$ cat src/include/pfa_pkg.sv
// Package with register map, field layout and constants of the PLL and auxiliary clock config
package pfa_pkg;
  // ----------------------------------------
  // Register map
  // ----------------------------------------
  localparam logic [11:0] PFA_OFS_PLL_MULT_DIV = 12'h000;
  localparam logic [11:0] PFA_OFS_AUX_CLK_CTRL = 12'h004;
  localparam logic [11:0] PFA_OFS_AUX_STATUS = 12'h008;

  // ----------------------------------------
  // Field layout
  // ----------------------------------------
  localparam int PFA_FBD_MSB = 8;
  localparam int PFA_SRC_SEL_BIT = 13;
  localparam int PFA_MODE_MSB = 12;
  localparam int PFA_MODE_LSB = 11;
  localparam int PFA_POST_MSB = 10;
  localparam int PFA_POST_LSB = 8;
  localparam int PFA_REF_SEL_BIT = 7;

  // ----------------------------------------
  // Reset values and masks
  // ----------------------------------------
  localparam logic [8:0] PFA_FBD_RESET = 9'h030;
  localparam logic [15:0] PFA_FBD_MASK = 16'h01FF;
  localparam logic [15:0] PFA_ACC_MASK = 16'h3F80;
  localparam logic [15:0] PFA_ACC_RESET = 16'h0000;
  localparam logic [9:0] PFA_MULT_OFFSET = 10'h002;

  // ----------------------------------------
  // Bus response codes
  // ----------------------------------------
  localparam logic [1:0] PFA_RESP_OKAY = 2'h0;
  localparam logic [1:0] PFA_RESP_SLVERR = 2'h2;

  // Oscillator mode
  typedef enum logic [1:0] {
    PFA_OSC_OFF = 2'h0,
    PFA_OSC_HIGH_SPEED_CRYSTAL = 2'h1,
    PFA_OSC_MEDIUM_SPEED_CRYSTAL = 2'h2,
    PFA_OSC_EXTERNAL_CLOCK = 2'h3
  } pfa_osc_mode_t;

  // Decoded auxiliary clock configuration
  typedef struct packed {
    logic divider_from_aux;
    logic ref_is_primary;
    logic [3:0] osc_enables;
    logic [8:0] postdiv_ratio;
  } pfa_aux_cfg_t;
endpackage

$ cat src/verilog/pfa_clock_cfg.sv
// PLL feedback divisor and auxiliary clock generator configuration with AXI4-Lite slave
// Summary of operation
// - At power-on the feedback divisor field holds 000110000, a multiplier of 50.
// - Both registers return to defaults only on power-on reset, not on other resets.
// - Source-select bit 13 feeds the aux divider from the aux oscillator when 1, else PLL.
// - Mode bits 12-11 pick external clock, medium crystal, high crystal or oscillator off.
// - Bits 10-8 set the aux post-divider ratio from 1 up to 256, with 256 after reset.
// - Unimplemented bits of both registers read as zero.
//
// Implementation choices: register access over AXI4-Lite and the register offsets.
module pfa_clock_cfg
  import pfa_pkg::*;
(
  // Clock and resets
  input wire logic aclk,
  input wire logic aresetn,
  input wire logic por_n,
  // AXI4-Lite write address and data
  input wire logic [11:0] s_axi_awaddr,
  input wire logic s_axi_awvalid,
  output logic s_axi_awready,
  input wire logic [31:0] s_axi_wdata,
  input wire logic [3:0] s_axi_wstrb,
  input wire logic s_axi_wvalid,
  output logic s_axi_wready,
  // AXI4-Lite write response
  output logic [1:0] s_axi_bresp,
  output logic s_axi_bvalid,
  input wire logic s_axi_bready,
  // AXI4-Lite read
  input wire logic [11:0] s_axi_araddr,
  input wire logic s_axi_arvalid,
  output logic s_axi_arready,
  output logic [31:0] s_axi_rdata,
  output logic [1:0] s_axi_rresp,
  output logic s_axi_rvalid,
  input wire logic s_axi_rready,
  // Clock generator controls
  output logic [9:0] pll_multiplier,
  output logic aux_divider_source_select,
  output logic aux_reference_source_select,
  output logic external_clock_input_mode,
  output logic medium_speed_crystal_mode,
  output logic high_speed_crystal_mode,
  output logic [8:0] aux_output_postdivider
);

  // ----------------------------------------
  // Decode helpers
  // ----------------------------------------
  // Code 000 takes the default branch, divide by 256; no code gives 128, the gap in the series
  function automatic logic [8:0] pfa_post_ratio(input logic [2:0] code);
    case (code)
      3'h7: pfa_post_ratio = 9'h001;
      3'h6: pfa_post_ratio = 9'h002;
      3'h5: pfa_post_ratio = 9'h004;
      3'h4: pfa_post_ratio = 9'h008;
      3'h3: pfa_post_ratio = 9'h010;
      3'h2: pfa_post_ratio = 9'h020;
      3'h1: pfa_post_ratio = 9'h040;
      default: pfa_post_ratio = 9'h100;
    endcase
  endfunction

  function automatic logic [15:0] pfa_merge(input logic [15:0] old_val,
                                            input logic [31:0] wdata,
                                            input logic [3:0] strb,
                                            input logic [15:0] mask);
    logic [15:0] merged;
    merged = old_val;
    if (strb[0]) begin
      merged[7:0] = wdata[7:0];
    end
    if (strb[1]) begin
      merged[15:8] = wdata[15:8];
    end
    pfa_merge = merged & mask;
  endfunction

  // ----------------------------------------
  // Registers
  // ----------------------------------------
  logic [15:0] pll_mult_div;
  logic [15:0] aux_clk_ctrl;
  logic aw_held;
  logic w_held;
  logic [11:0] aw_addr;
  logic [31:0] w_data;
  logic [3:0] w_strb;

  wire logic aw_take = s_axi_awvalid && s_axi_awready;
  wire logic w_take = s_axi_wvalid && s_axi_wready;
  wire logic [11:0] wr_addr = aw_held ? aw_addr : s_axi_awaddr;
  wire logic [31:0] wr_data = w_held ? w_data : s_axi_wdata;
  wire logic [3:0] wr_strb = w_held ? w_strb : s_axi_wstrb;
  wire logic wr_fire = (aw_held || aw_take) && (w_held || w_take) && !s_axi_bvalid;
  wire logic wr_fbd = wr_fire && (wr_addr == PFA_OFS_PLL_MULT_DIV);
  wire logic wr_acc = wr_fire && (wr_addr == PFA_OFS_AUX_CLK_CTRL);
  wire logic wr_ok = wr_fbd || wr_acc;

  wire pfa_osc_mode_t osc_mode = pfa_osc_mode_t'(aux_clk_ctrl[PFA_MODE_MSB:PFA_MODE_LSB]);
  wire logic [15:0] fbd_rd = pll_mult_div & PFA_FBD_MASK;
  wire logic [15:0] acc_rd = aux_clk_ctrl & PFA_ACC_MASK;
  wire logic [9:0] next_mult = {1'b0, pll_mult_div[PFA_FBD_MSB:0]} + PFA_MULT_OFFSET;

  pfa_aux_cfg_t next_cfg;
  always_comb begin
    next_cfg.divider_from_aux = aux_clk_ctrl[PFA_SRC_SEL_BIT];
    next_cfg.ref_is_primary = aux_clk_ctrl[PFA_REF_SEL_BIT];
    next_cfg.osc_enables = 4'h0;
    next_cfg.osc_enables[osc_mode] = 1'b1;
    next_cfg.postdiv_ratio = pfa_post_ratio(aux_clk_ctrl[PFA_POST_MSB:PFA_POST_LSB]);
  end

  // Only power-on clears the configuration; the bus reset leaves it alone
  always_ff @(posedge aclk) begin
    if (!por_n) begin
      pll_mult_div <= {7'h00, PFA_FBD_RESET};
      aux_clk_ctrl <= PFA_ACC_RESET;
    end else begin
      if (wr_fbd) begin
        pll_mult_div <= pfa_merge(pll_mult_div, wr_data, wr_strb, PFA_FBD_MASK);
      end
      if (wr_acc) begin
        aux_clk_ctrl <= pfa_merge(aux_clk_ctrl, wr_data, wr_strb, PFA_ACC_MASK);
      end
    end
  end

  // ----------------------------------------
  // Outputs to the clock generator
  // ----------------------------------------
  always_ff @(posedge aclk) begin
    if (!por_n) begin
      pll_multiplier <= {1'b0, PFA_FBD_RESET} + PFA_MULT_OFFSET;
      aux_divider_source_select <= 1'b0;
      aux_reference_source_select <= 1'b0;
      external_clock_input_mode <= 1'b0;
      medium_speed_crystal_mode <= 1'b0;
      high_speed_crystal_mode <= 1'b0;
      aux_output_postdivider <= pfa_post_ratio(PFA_ACC_RESET[PFA_POST_MSB:PFA_POST_LSB]);
    end else begin
      pll_multiplier <= next_mult;
      aux_divider_source_select <= next_cfg.divider_from_aux;
      aux_reference_source_select <= next_cfg.ref_is_primary;
      external_clock_input_mode <= next_cfg.osc_enables[PFA_OSC_EXTERNAL_CLOCK];
      medium_speed_crystal_mode <= next_cfg.osc_enables[PFA_OSC_MEDIUM_SPEED_CRYSTAL];
      high_speed_crystal_mode <= next_cfg.osc_enables[PFA_OSC_HIGH_SPEED_CRYSTAL];
      aux_output_postdivider <= next_cfg.postdiv_ratio;
    end
  end

  // ----------------------------------------
  // AXI4-Lite write channel
  // ----------------------------------------
  always_ff @(posedge aclk) begin
    if (!aresetn) begin
      s_axi_awready <= 1'b0;
      s_axi_wready <= 1'b0;
      s_axi_bvalid <= 1'b0;
      s_axi_bresp <= PFA_RESP_OKAY;
      aw_held <= 1'b0;
      w_held <= 1'b0;
      aw_addr <= 12'h000;
      w_data <= 32'h00000000;
      w_strb <= 4'h0;
    end else begin
      if (aw_take) begin
        aw_addr <= s_axi_awaddr;
      end
      if (w_take) begin
        w_data <= s_axi_wdata;
        w_strb <= s_axi_wstrb;
      end
      if (wr_fire) begin
        aw_held <= 1'b0;
        w_held <= 1'b0;
        s_axi_bvalid <= 1'b1;
        s_axi_bresp <= wr_ok ? PFA_RESP_OKAY : PFA_RESP_SLVERR;
      end else begin
        aw_held <= aw_held || aw_take;
        w_held <= w_held || w_take;
        if (s_axi_bvalid && s_axi_bready) begin
          s_axi_bvalid <= 1'b0;
        end
      end
      s_axi_awready <= !s_axi_awready && !aw_held && !aw_take && !s_axi_bvalid && !wr_fire;
      s_axi_wready <= !s_axi_wready && !w_held && !w_take && !s_axi_bvalid && !wr_fire;
    end
  end

  // ----------------------------------------
  // AXI4-Lite read channel
  // ----------------------------------------
  wire logic ar_take = s_axi_arvalid && s_axi_arready;
  wire logic [15:0] status_rd = {7'h00, next_cfg.postdiv_ratio};
  logic [15:0] rd_word;
  logic rd_ok;
  always_comb begin
    rd_word = 16'h0000;
    rd_ok = 1'b1;
    if (s_axi_araddr == PFA_OFS_PLL_MULT_DIV) begin
      rd_word = fbd_rd;
    end else if (s_axi_araddr == PFA_OFS_AUX_CLK_CTRL) begin
      rd_word = acc_rd;
    end else if (s_axi_araddr == PFA_OFS_AUX_STATUS) begin
      rd_word = status_rd;
    end else begin
      rd_ok = 1'b0;
    end
  end

  always_ff @(posedge aclk) begin
    if (!aresetn) begin
      s_axi_arready <= 1'b0;
      s_axi_rvalid <= 1'b0;
      s_axi_rdata <= 32'h00000000;
      s_axi_rresp <= PFA_RESP_OKAY;
    end else begin
      if (ar_take) begin
        s_axi_rvalid <= 1'b1;
        s_axi_rdata <= {16'h0000, rd_word};
        s_axi_rresp <= rd_ok ? PFA_RESP_OKAY : PFA_RESP_SLVERR;
      end else if (s_axi_rvalid && s_axi_rready) begin
        s_axi_rvalid <= 1'b0;
      end
      s_axi_arready <= !s_axi_arready && !s_axi_rvalid && !ar_take;
    end
  end

endmodule

$ cat config.mk
export PLATFORM = sky130hd
export DESIGN_NAME = pfa_clock_cfg
export DESIGN_NICKNAME = d
export VERILOG_FILES = /design/src/include/pfa_pkg.sv /design/src/verilog/pfa_clock_cfg.sv
export SDC_FILE = /design/constraint.sdc
export NUM_CORES = 1
export LEC_CHECK = 0
export BUFFER_PORTS_ARGS = -buffer_cell sky130_fd_sc_hd__buf_2
export CAP_MARGIN = 20
export CORE_MARGIN = 2
export CORE_UTILIZATION = 40
export DETAILED_ROUTE_END_ITERATION = 8
export PLACE_DENSITY = 0.65
export SLEW_MARGIN = 20
export SYNTH_ARGS = -nofsm -noshare
export SYNTH_HDL_FRONTEND = slang
export SYNTH_SLANG_ARGS = --single-unit
$ cat constraint.sdc
create_clock -name aclk -period 3.24 [get_ports aclk]
set_input_delay 0.324 -clock aclk [delete_from_list [all_inputs] [get_ports aclk]]
set_output_delay 0.324 -clock aclk [all_outputs]
set_load 0.02 [all_outputs]
* Word level (Yosys, flattened, before mapping) *
Cells that the tools add are included.

storage, ports and cells
  bits in registers = 95
  output and inout port bits = 65
  logic and storage cells = 99

operators by class
  $add $sub $neg = 1
  order comparisons = 2
  eq/ne operators = 10
  muxes and demuxes = 18
  bitwise logic cells = 1
  reduce and logical (&&, ||, !) cells = 43

operator list
  cell                                                                           count
  9-bit one-hot mux with 7 select lines                                          1
  14-bit 2-to-1 mux                                                              3
  12-bit by 3-bit == test with 1-bit output (second input constant)              2
  12-bit zero test                                                               2
  1-bit logical AND                                                              20
  12-bit by 4-bit == test with 1-bit output (second input constant)              1
  3-bit == test (second input constant)                                          4
  12-bit 2-to-1 mux                                                              1
  1-bit zero test                                                                11
  9-bit by 2-bit adder with 10-bit output (second input constant)                1
  9-bit 2-to-1 mux                                                               1
  1-bit 2-to-1 mux                                                               8
  2-bit AND reduction                                                            4
  3-bit by 2-bit == test with 1-bit output (second input constant)               2
  2-bit 2-to-1 mux                                                               3
  2-bit nonzero test                                                             2
  3-bit by 1-bit == test with 1-bit output (second input constant)               1
  1-bit logical OR                                                               3
  2-bit by 3-bit less-than comparator with 1-bit output (second input constant)  1
  1-bit demux with 2-bit select                                                  1
  2-bit by 1-bit >= comparator with 1-bit output (second input constant)         1
  2-bit OR reduction                                                             1
  1-bit NOT                                                                      1

* Depth between registers and ports, before layout *
  word-level depth = 7
  gate-level depth with buffers = 6
  gate-level depth less buffers = 4

* Worst setup path before layout *
OpenSTA, ideal clock, no wires.

  path kind = register to register
  start = register s_axi_wready
  end = register aux_clk_ctrl[13]
  arrival = 1.926 ns
  setup slack = 1.193 ns
  cell stages (with the launch flop) = 6
  path buffers = 1
  period minus slack after synthesis = 2.047 ns
  path through = dfxtp_1 -> and2_1 -> clkbuf_1 -> o221ai_1 -> a2111oi_4 -> mux2_2

on the way
  cells in the longest elaborated chain, start to end = 6

RTL lines
  what                                  line                  text
  start, declared                       pfa_clock_cfg.sv:25   output logic s_axi_wready,
  start signal, assigned                pfa_clock_cfg.sv:188  s_axi_wready <= !s_axi_wready && !w_held && !w_take && !s_axi_bvalid && !wr_fire;
  1-bit logical AND                     pfa_clock_cfg.sv:92   wire logic w_take = s_axi_wvalid && s_axi_wready;
  1-bit logical OR                      pfa_clock_cfg.sv:96   wire logic wr_fire = (aw_held || aw_take) && (w_held || w_take) && !s_axi_bvalid;
  1-bit logical AND (2 in a row)        pfa_clock_cfg.sv:96
  1-bit logical AND                     pfa_clock_cfg.sv:98   wire logic wr_acc = wr_fire && (wr_addr == PFA_OFS_AUX_CLK_CTRL);
  2-bit AND reduction (no source line)  -
  end signal, assigned                  pfa_clock_cfg.sv:125  aux_clk_ctrl <= pfa_merge(aux_clk_ctrl, wr_data, wr_strb, PFA_ACC_MASK);
  end, declared                         pfa_clock_cfg.sv:84   logic [15:0] aux_clk_ctrl;

No other way between the ends.
A chain may end at the register's enable or synchronous reset.

* Worst setup path after layout *
  start = register aw_addr[6]
  end = register pll_mult_div[4]

on the way
  cells in the longest elaborated chain, start to end = 4

RTL lines
  what                                  line                  text
  start, declared                       pfa_clock_cfg.sv:87   logic [11:0] aw_addr;
  start signal, assigned                pfa_clock_cfg.sv:169  aw_addr <= s_axi_awaddr;
  12-bit 2-to-1 mux                     pfa_clock_cfg.sv:93   wire logic [11:0] wr_addr = aw_held ? aw_addr : s_axi_awaddr;
  12-bit zero test                      pfa_clock_cfg.sv:97   wire logic wr_fbd = wr_fire && (wr_addr == PFA_OFS_PLL_MULT_DIV);
  1-bit logical AND                     pfa_clock_cfg.sv:97
  2-bit AND reduction (no source line)  -
  end signal, assigned                  pfa_clock_cfg.sv:118  pll_mult_div <= {7'h00, PFA_FBD_RESET};
  end signal, assigned                  pfa_clock_cfg.sv:122  pll_mult_div <= pfa_merge(pll_mult_div, wr_data, wr_strb, PFA_FBD_MASK);
  end, declared                         pfa_clock_cfg.sv:83   logic [15:0] pll_mult_div;

No other way between the ends.

==> flow_summary_export.csv <==
group,metric,value,unit
run_status,status,"completed",
cts,clock_latency,0.35,ns
power,power.density,462,mW/mm^2
routing,drtAntennaViolNets,0,
logic_synthesis,yosys_warnings,0,
min_path,min_path_type,"in2reg",
power,combPwrFrac,0.114,
logic_synthesis,async_flop_share,0,
setup_path,path_depth,4,
timing,clock.fmax,458,MHz
cts,cts_setup_buffers,0,
die,die_height,103,microns
cts,cts_tree,"built",
setup_path,crit_type,"reg2reg",
placed_design,placed_cells,629,
finish,multi_input_area,0.00189,sq mm
routing,drt-wirelength-per-cell,13.3,microns
timing,setup_viol,0,
power,p_leak,0.00193,uW
logic_synthesis,synth_edf_count,0,
routing,drt_first_iter_violations,147,
routing,met1_length,4020,microns
power,clkPwrFrac,0.330,
cts,holdBufCountCts,0,
die,rows,35,
setup_path,cp_max_fo,8,
power,netSwitchingFraction,0.269,
setup_path,critical_path.top_delay_family,"simple AND/OR/NAND/NOR gates",
placed_design,placed_area,0.00435,sq mm
setup_path,r2r_setup_slack,1.06,ns
grt,grt_pass1_vias,2865,
min_path,whs_path_depth,3,
placed_design,gp_congestion,0.792,
setup_path,slowest_delay,0.70,ns
placed_design,io_buffer_count,91,
die,die-area,0.0105,sq mm
finish,final_core_util,0.486,
die,coreArea,0.00933,sq mm
grt,grt.overflow.total,0,
grt,grt_start_max_net_pins,51,
power,seqPwrFrac,0.556,
timing,fin_setup_tns,0,ns
setup_path,timing.critical_path.buf_inv,0,
routing,routed.top_layer,"met4",
timing,maxSlewHeadroom,0.506,
placed_design,dp_hpwl,6190,microns
logic_synthesis,syn_inst,431,
cts,cts_root_buf,"clkbuf_8",
power,switchingPower,563,uW
finish,fillCellCount,917,
die,start_util,0.417,
routing,route.detailed.drc,0,
finish,final_nets,580,
cts,cts_sinks,90,
power,ir_drop,0.207,mV
cts,cts_buffer_depth,2,
routing,wl_met2,3850,microns
timing,slew_viol_final,0,
grt,grt_pass1_wl,13600,microns
timing,min_period_over_period,0.674,
timing,tightest_slew,0.731,ns
finish,stdcell_area,0.00453,sq mm
die,io_pins,133,
finish,final_cells,645,
timing,period_needed,2.18,ns
grt,antenna_found_initial,0,
setup_path,slowest_stage,"a2111o_1",
timing,rsz0062_at_grt,"no",
power,internal_power,1530,uW
logic_synthesis,dominantRegCellSynth,"dfxtp_1",
logic_synthesis,postSynthAreaPerCell,9.02,sq um
finish,layout-drive-gt1-share,0.256,
timing,skew,0.00969,ns
timing,hold_viol_final,0,
setup_path,endpoint_kind,"register",
finish,seqCellArea,0.00180,sq mm
setup_path,rr_worst_depth,4,
setup_path,crit_arrival,2.43,ns
setup_path,crit_chain,"nor4_1 > nand4b_1 > a2111o_1 > mux2_2",
cts,clkTransAtPathRegs,0.09,ns
routing,dr.pass1.iters,4,
die,die_w,103,microns
finish,syn2layout_area_growth,16.5,%
job,cap_violations,0,
setup_path,required,3.48,ns
routing,met3WireLength,551,microns
logic_synthesis,syn_area,0.00389,sq mm
routing,via_per_inst,4.88,
grt,track_usage,0.166,
logic_synthesis,ys_seq_area_frac,0.464,
cts,htree_levels,3,
cts,cts_buffers,9,
setup_path,startpoint_type,"register",
logic_synthesis,synth.distinct_cells,50,
cts,cts-resized-gates,0,
routing,drt-total-wl,8570,microns
logic_synthesis,ys_ff_latch,90,
finish,antennaDiodeCount,0,
routing,route.vias.total,3148,
[power by group through the flow]
stage	Combinational [uW]	Clock (uW)	Sequential, uW
final	239	690	1160
after detailed placement	238	0	1190
after global placement	235	0	1190
after floorplan	171	0	1200
after CTS	240	711	1160
after global routing	267	755	1170
[stage by stage]
stage	total power, uW	hold slack [ns]	worst slack, ns
after floorplan	1370	0.403	1.19
after global placement	1420	0.443	1.12
after detailed placement	1430	0.443	1.04
after CTS	2120	0.212	1.05
after global routing	2190	0.216	0.876
final	2090	0.226	1.06
[kinds of logic after synthesis]
family,count (synthesis),share of synthesized area
fa+ha+maj,1,0.00322
mux,34,0.0927
simple gates,176,0.220
flops,90,0.464
compound gates,72,0.136
xor+xnor,6,0.0135
buf+inv,51,0.0705
other cells,1,0.000965
[cells in the final DEF (no fill, tap or decap), types with 2 or more instances in the layout]
cell type / count
nand2_1: 94
buf_2: 91
dfxtp_1: 90
a21boi_0: 30
conb_1: 21
mux2i_1: 18
mux2_2: 16
nor2_1: 16
and2_1: 10
o21ai_0: 10
clkbuf_8: 10
a21oi_1: 9
nor2b_1: 8
nand2b_1: 8
nor3_1: 6
inv_1: 6
nand3_1: 5
a22oi_1: 5
and3_1: 4
a31oi_1: 4
nand4_1: 4
xor2_1: 3
xnor2_1: 3
nor4_1: 3
a2111oi_0: 3
or4_1: 3
buf_4: 3
nor3b_1: 2
a2111o_1: 2
or3_1: 2
or4_4: 2
nor4_2: 2
clkinv_2: 2
clkinv_4: 2
clkinvlp_4: 2
[registers in the layout, indices dropped and copies added (netlist names), 2 cells and up]
signal and count:
pll_multiplier 10, aux_output_postdivider 8, aw_addr 12, pll_mult_div 9
s_axi_rdata 14, w_data 14, aux_clk_ctrl 7, w_strb 2
[metal layers]
| layer | track usage | vias up |
|---|---|---|
| li1 | - | 1600 |
| met3 | 0.0407 | 11 |
| met2 | 0.262 | 102 |
| met5 | 0 | - |
| met1 | 0.223 | 1435 |
| met4 | 0.0585 | 0 |
[worst paths after layout]
check                      start               to
setup / recovery      aw_addr[6]  pll_mult_div[4]
hold / removal    s_axi_wdata[2]        w_data[2]
setup reg to reg      aw_addr[6]  pll_mult_div[4]
hold reg to reg     s_axi_rvalid    s_axi_arready
[worst register-to-register path, cell delays in order, from the launching register on]
cell	delay, ns
dfxtp_1	0.32
nor4_1	0.36
nand4b_1	0.36
a2111o_1	0.70
mux2_2	0.35
[Yosys cell counts (5+ instances only)]
cell,count,area share
mux2_2,16,0.046
nand2b_1,8,0.013
a22oi_1,5,0.0097
clkbuf_1,19,0.018
nor2b_1,8,0.013
mux2i_1,18,0.046
o21ai_0,10,0.013
nor3_1,6,0.0077
buf_4,21,0.041
nand3_1,5,0.0064
a21oi_1,9,0.012
nand2_1,94,0.091
nor2_1,16,0.015
a21boi_0,30,0.058
inv_1,6,0.0058
and2_1,10,0.016
dfxtp_1,90,0.46
[layout make-up]
| class | count | share of cell area |
|---|---|---|
| inverter | 6 | 0.00497 |
| multi-input combinational | 310 | 0.416 |
| clock buffer | 10 | 0.0304 |
| timing repair buffer | 94 | 0.106 |
| sequential | 90 | 0.398 |
| clock inverter | 6 | 0.00939 |
| tap | 129 | 0.0356 |
No activity file was read; power rests on OpenSTA's default activity.
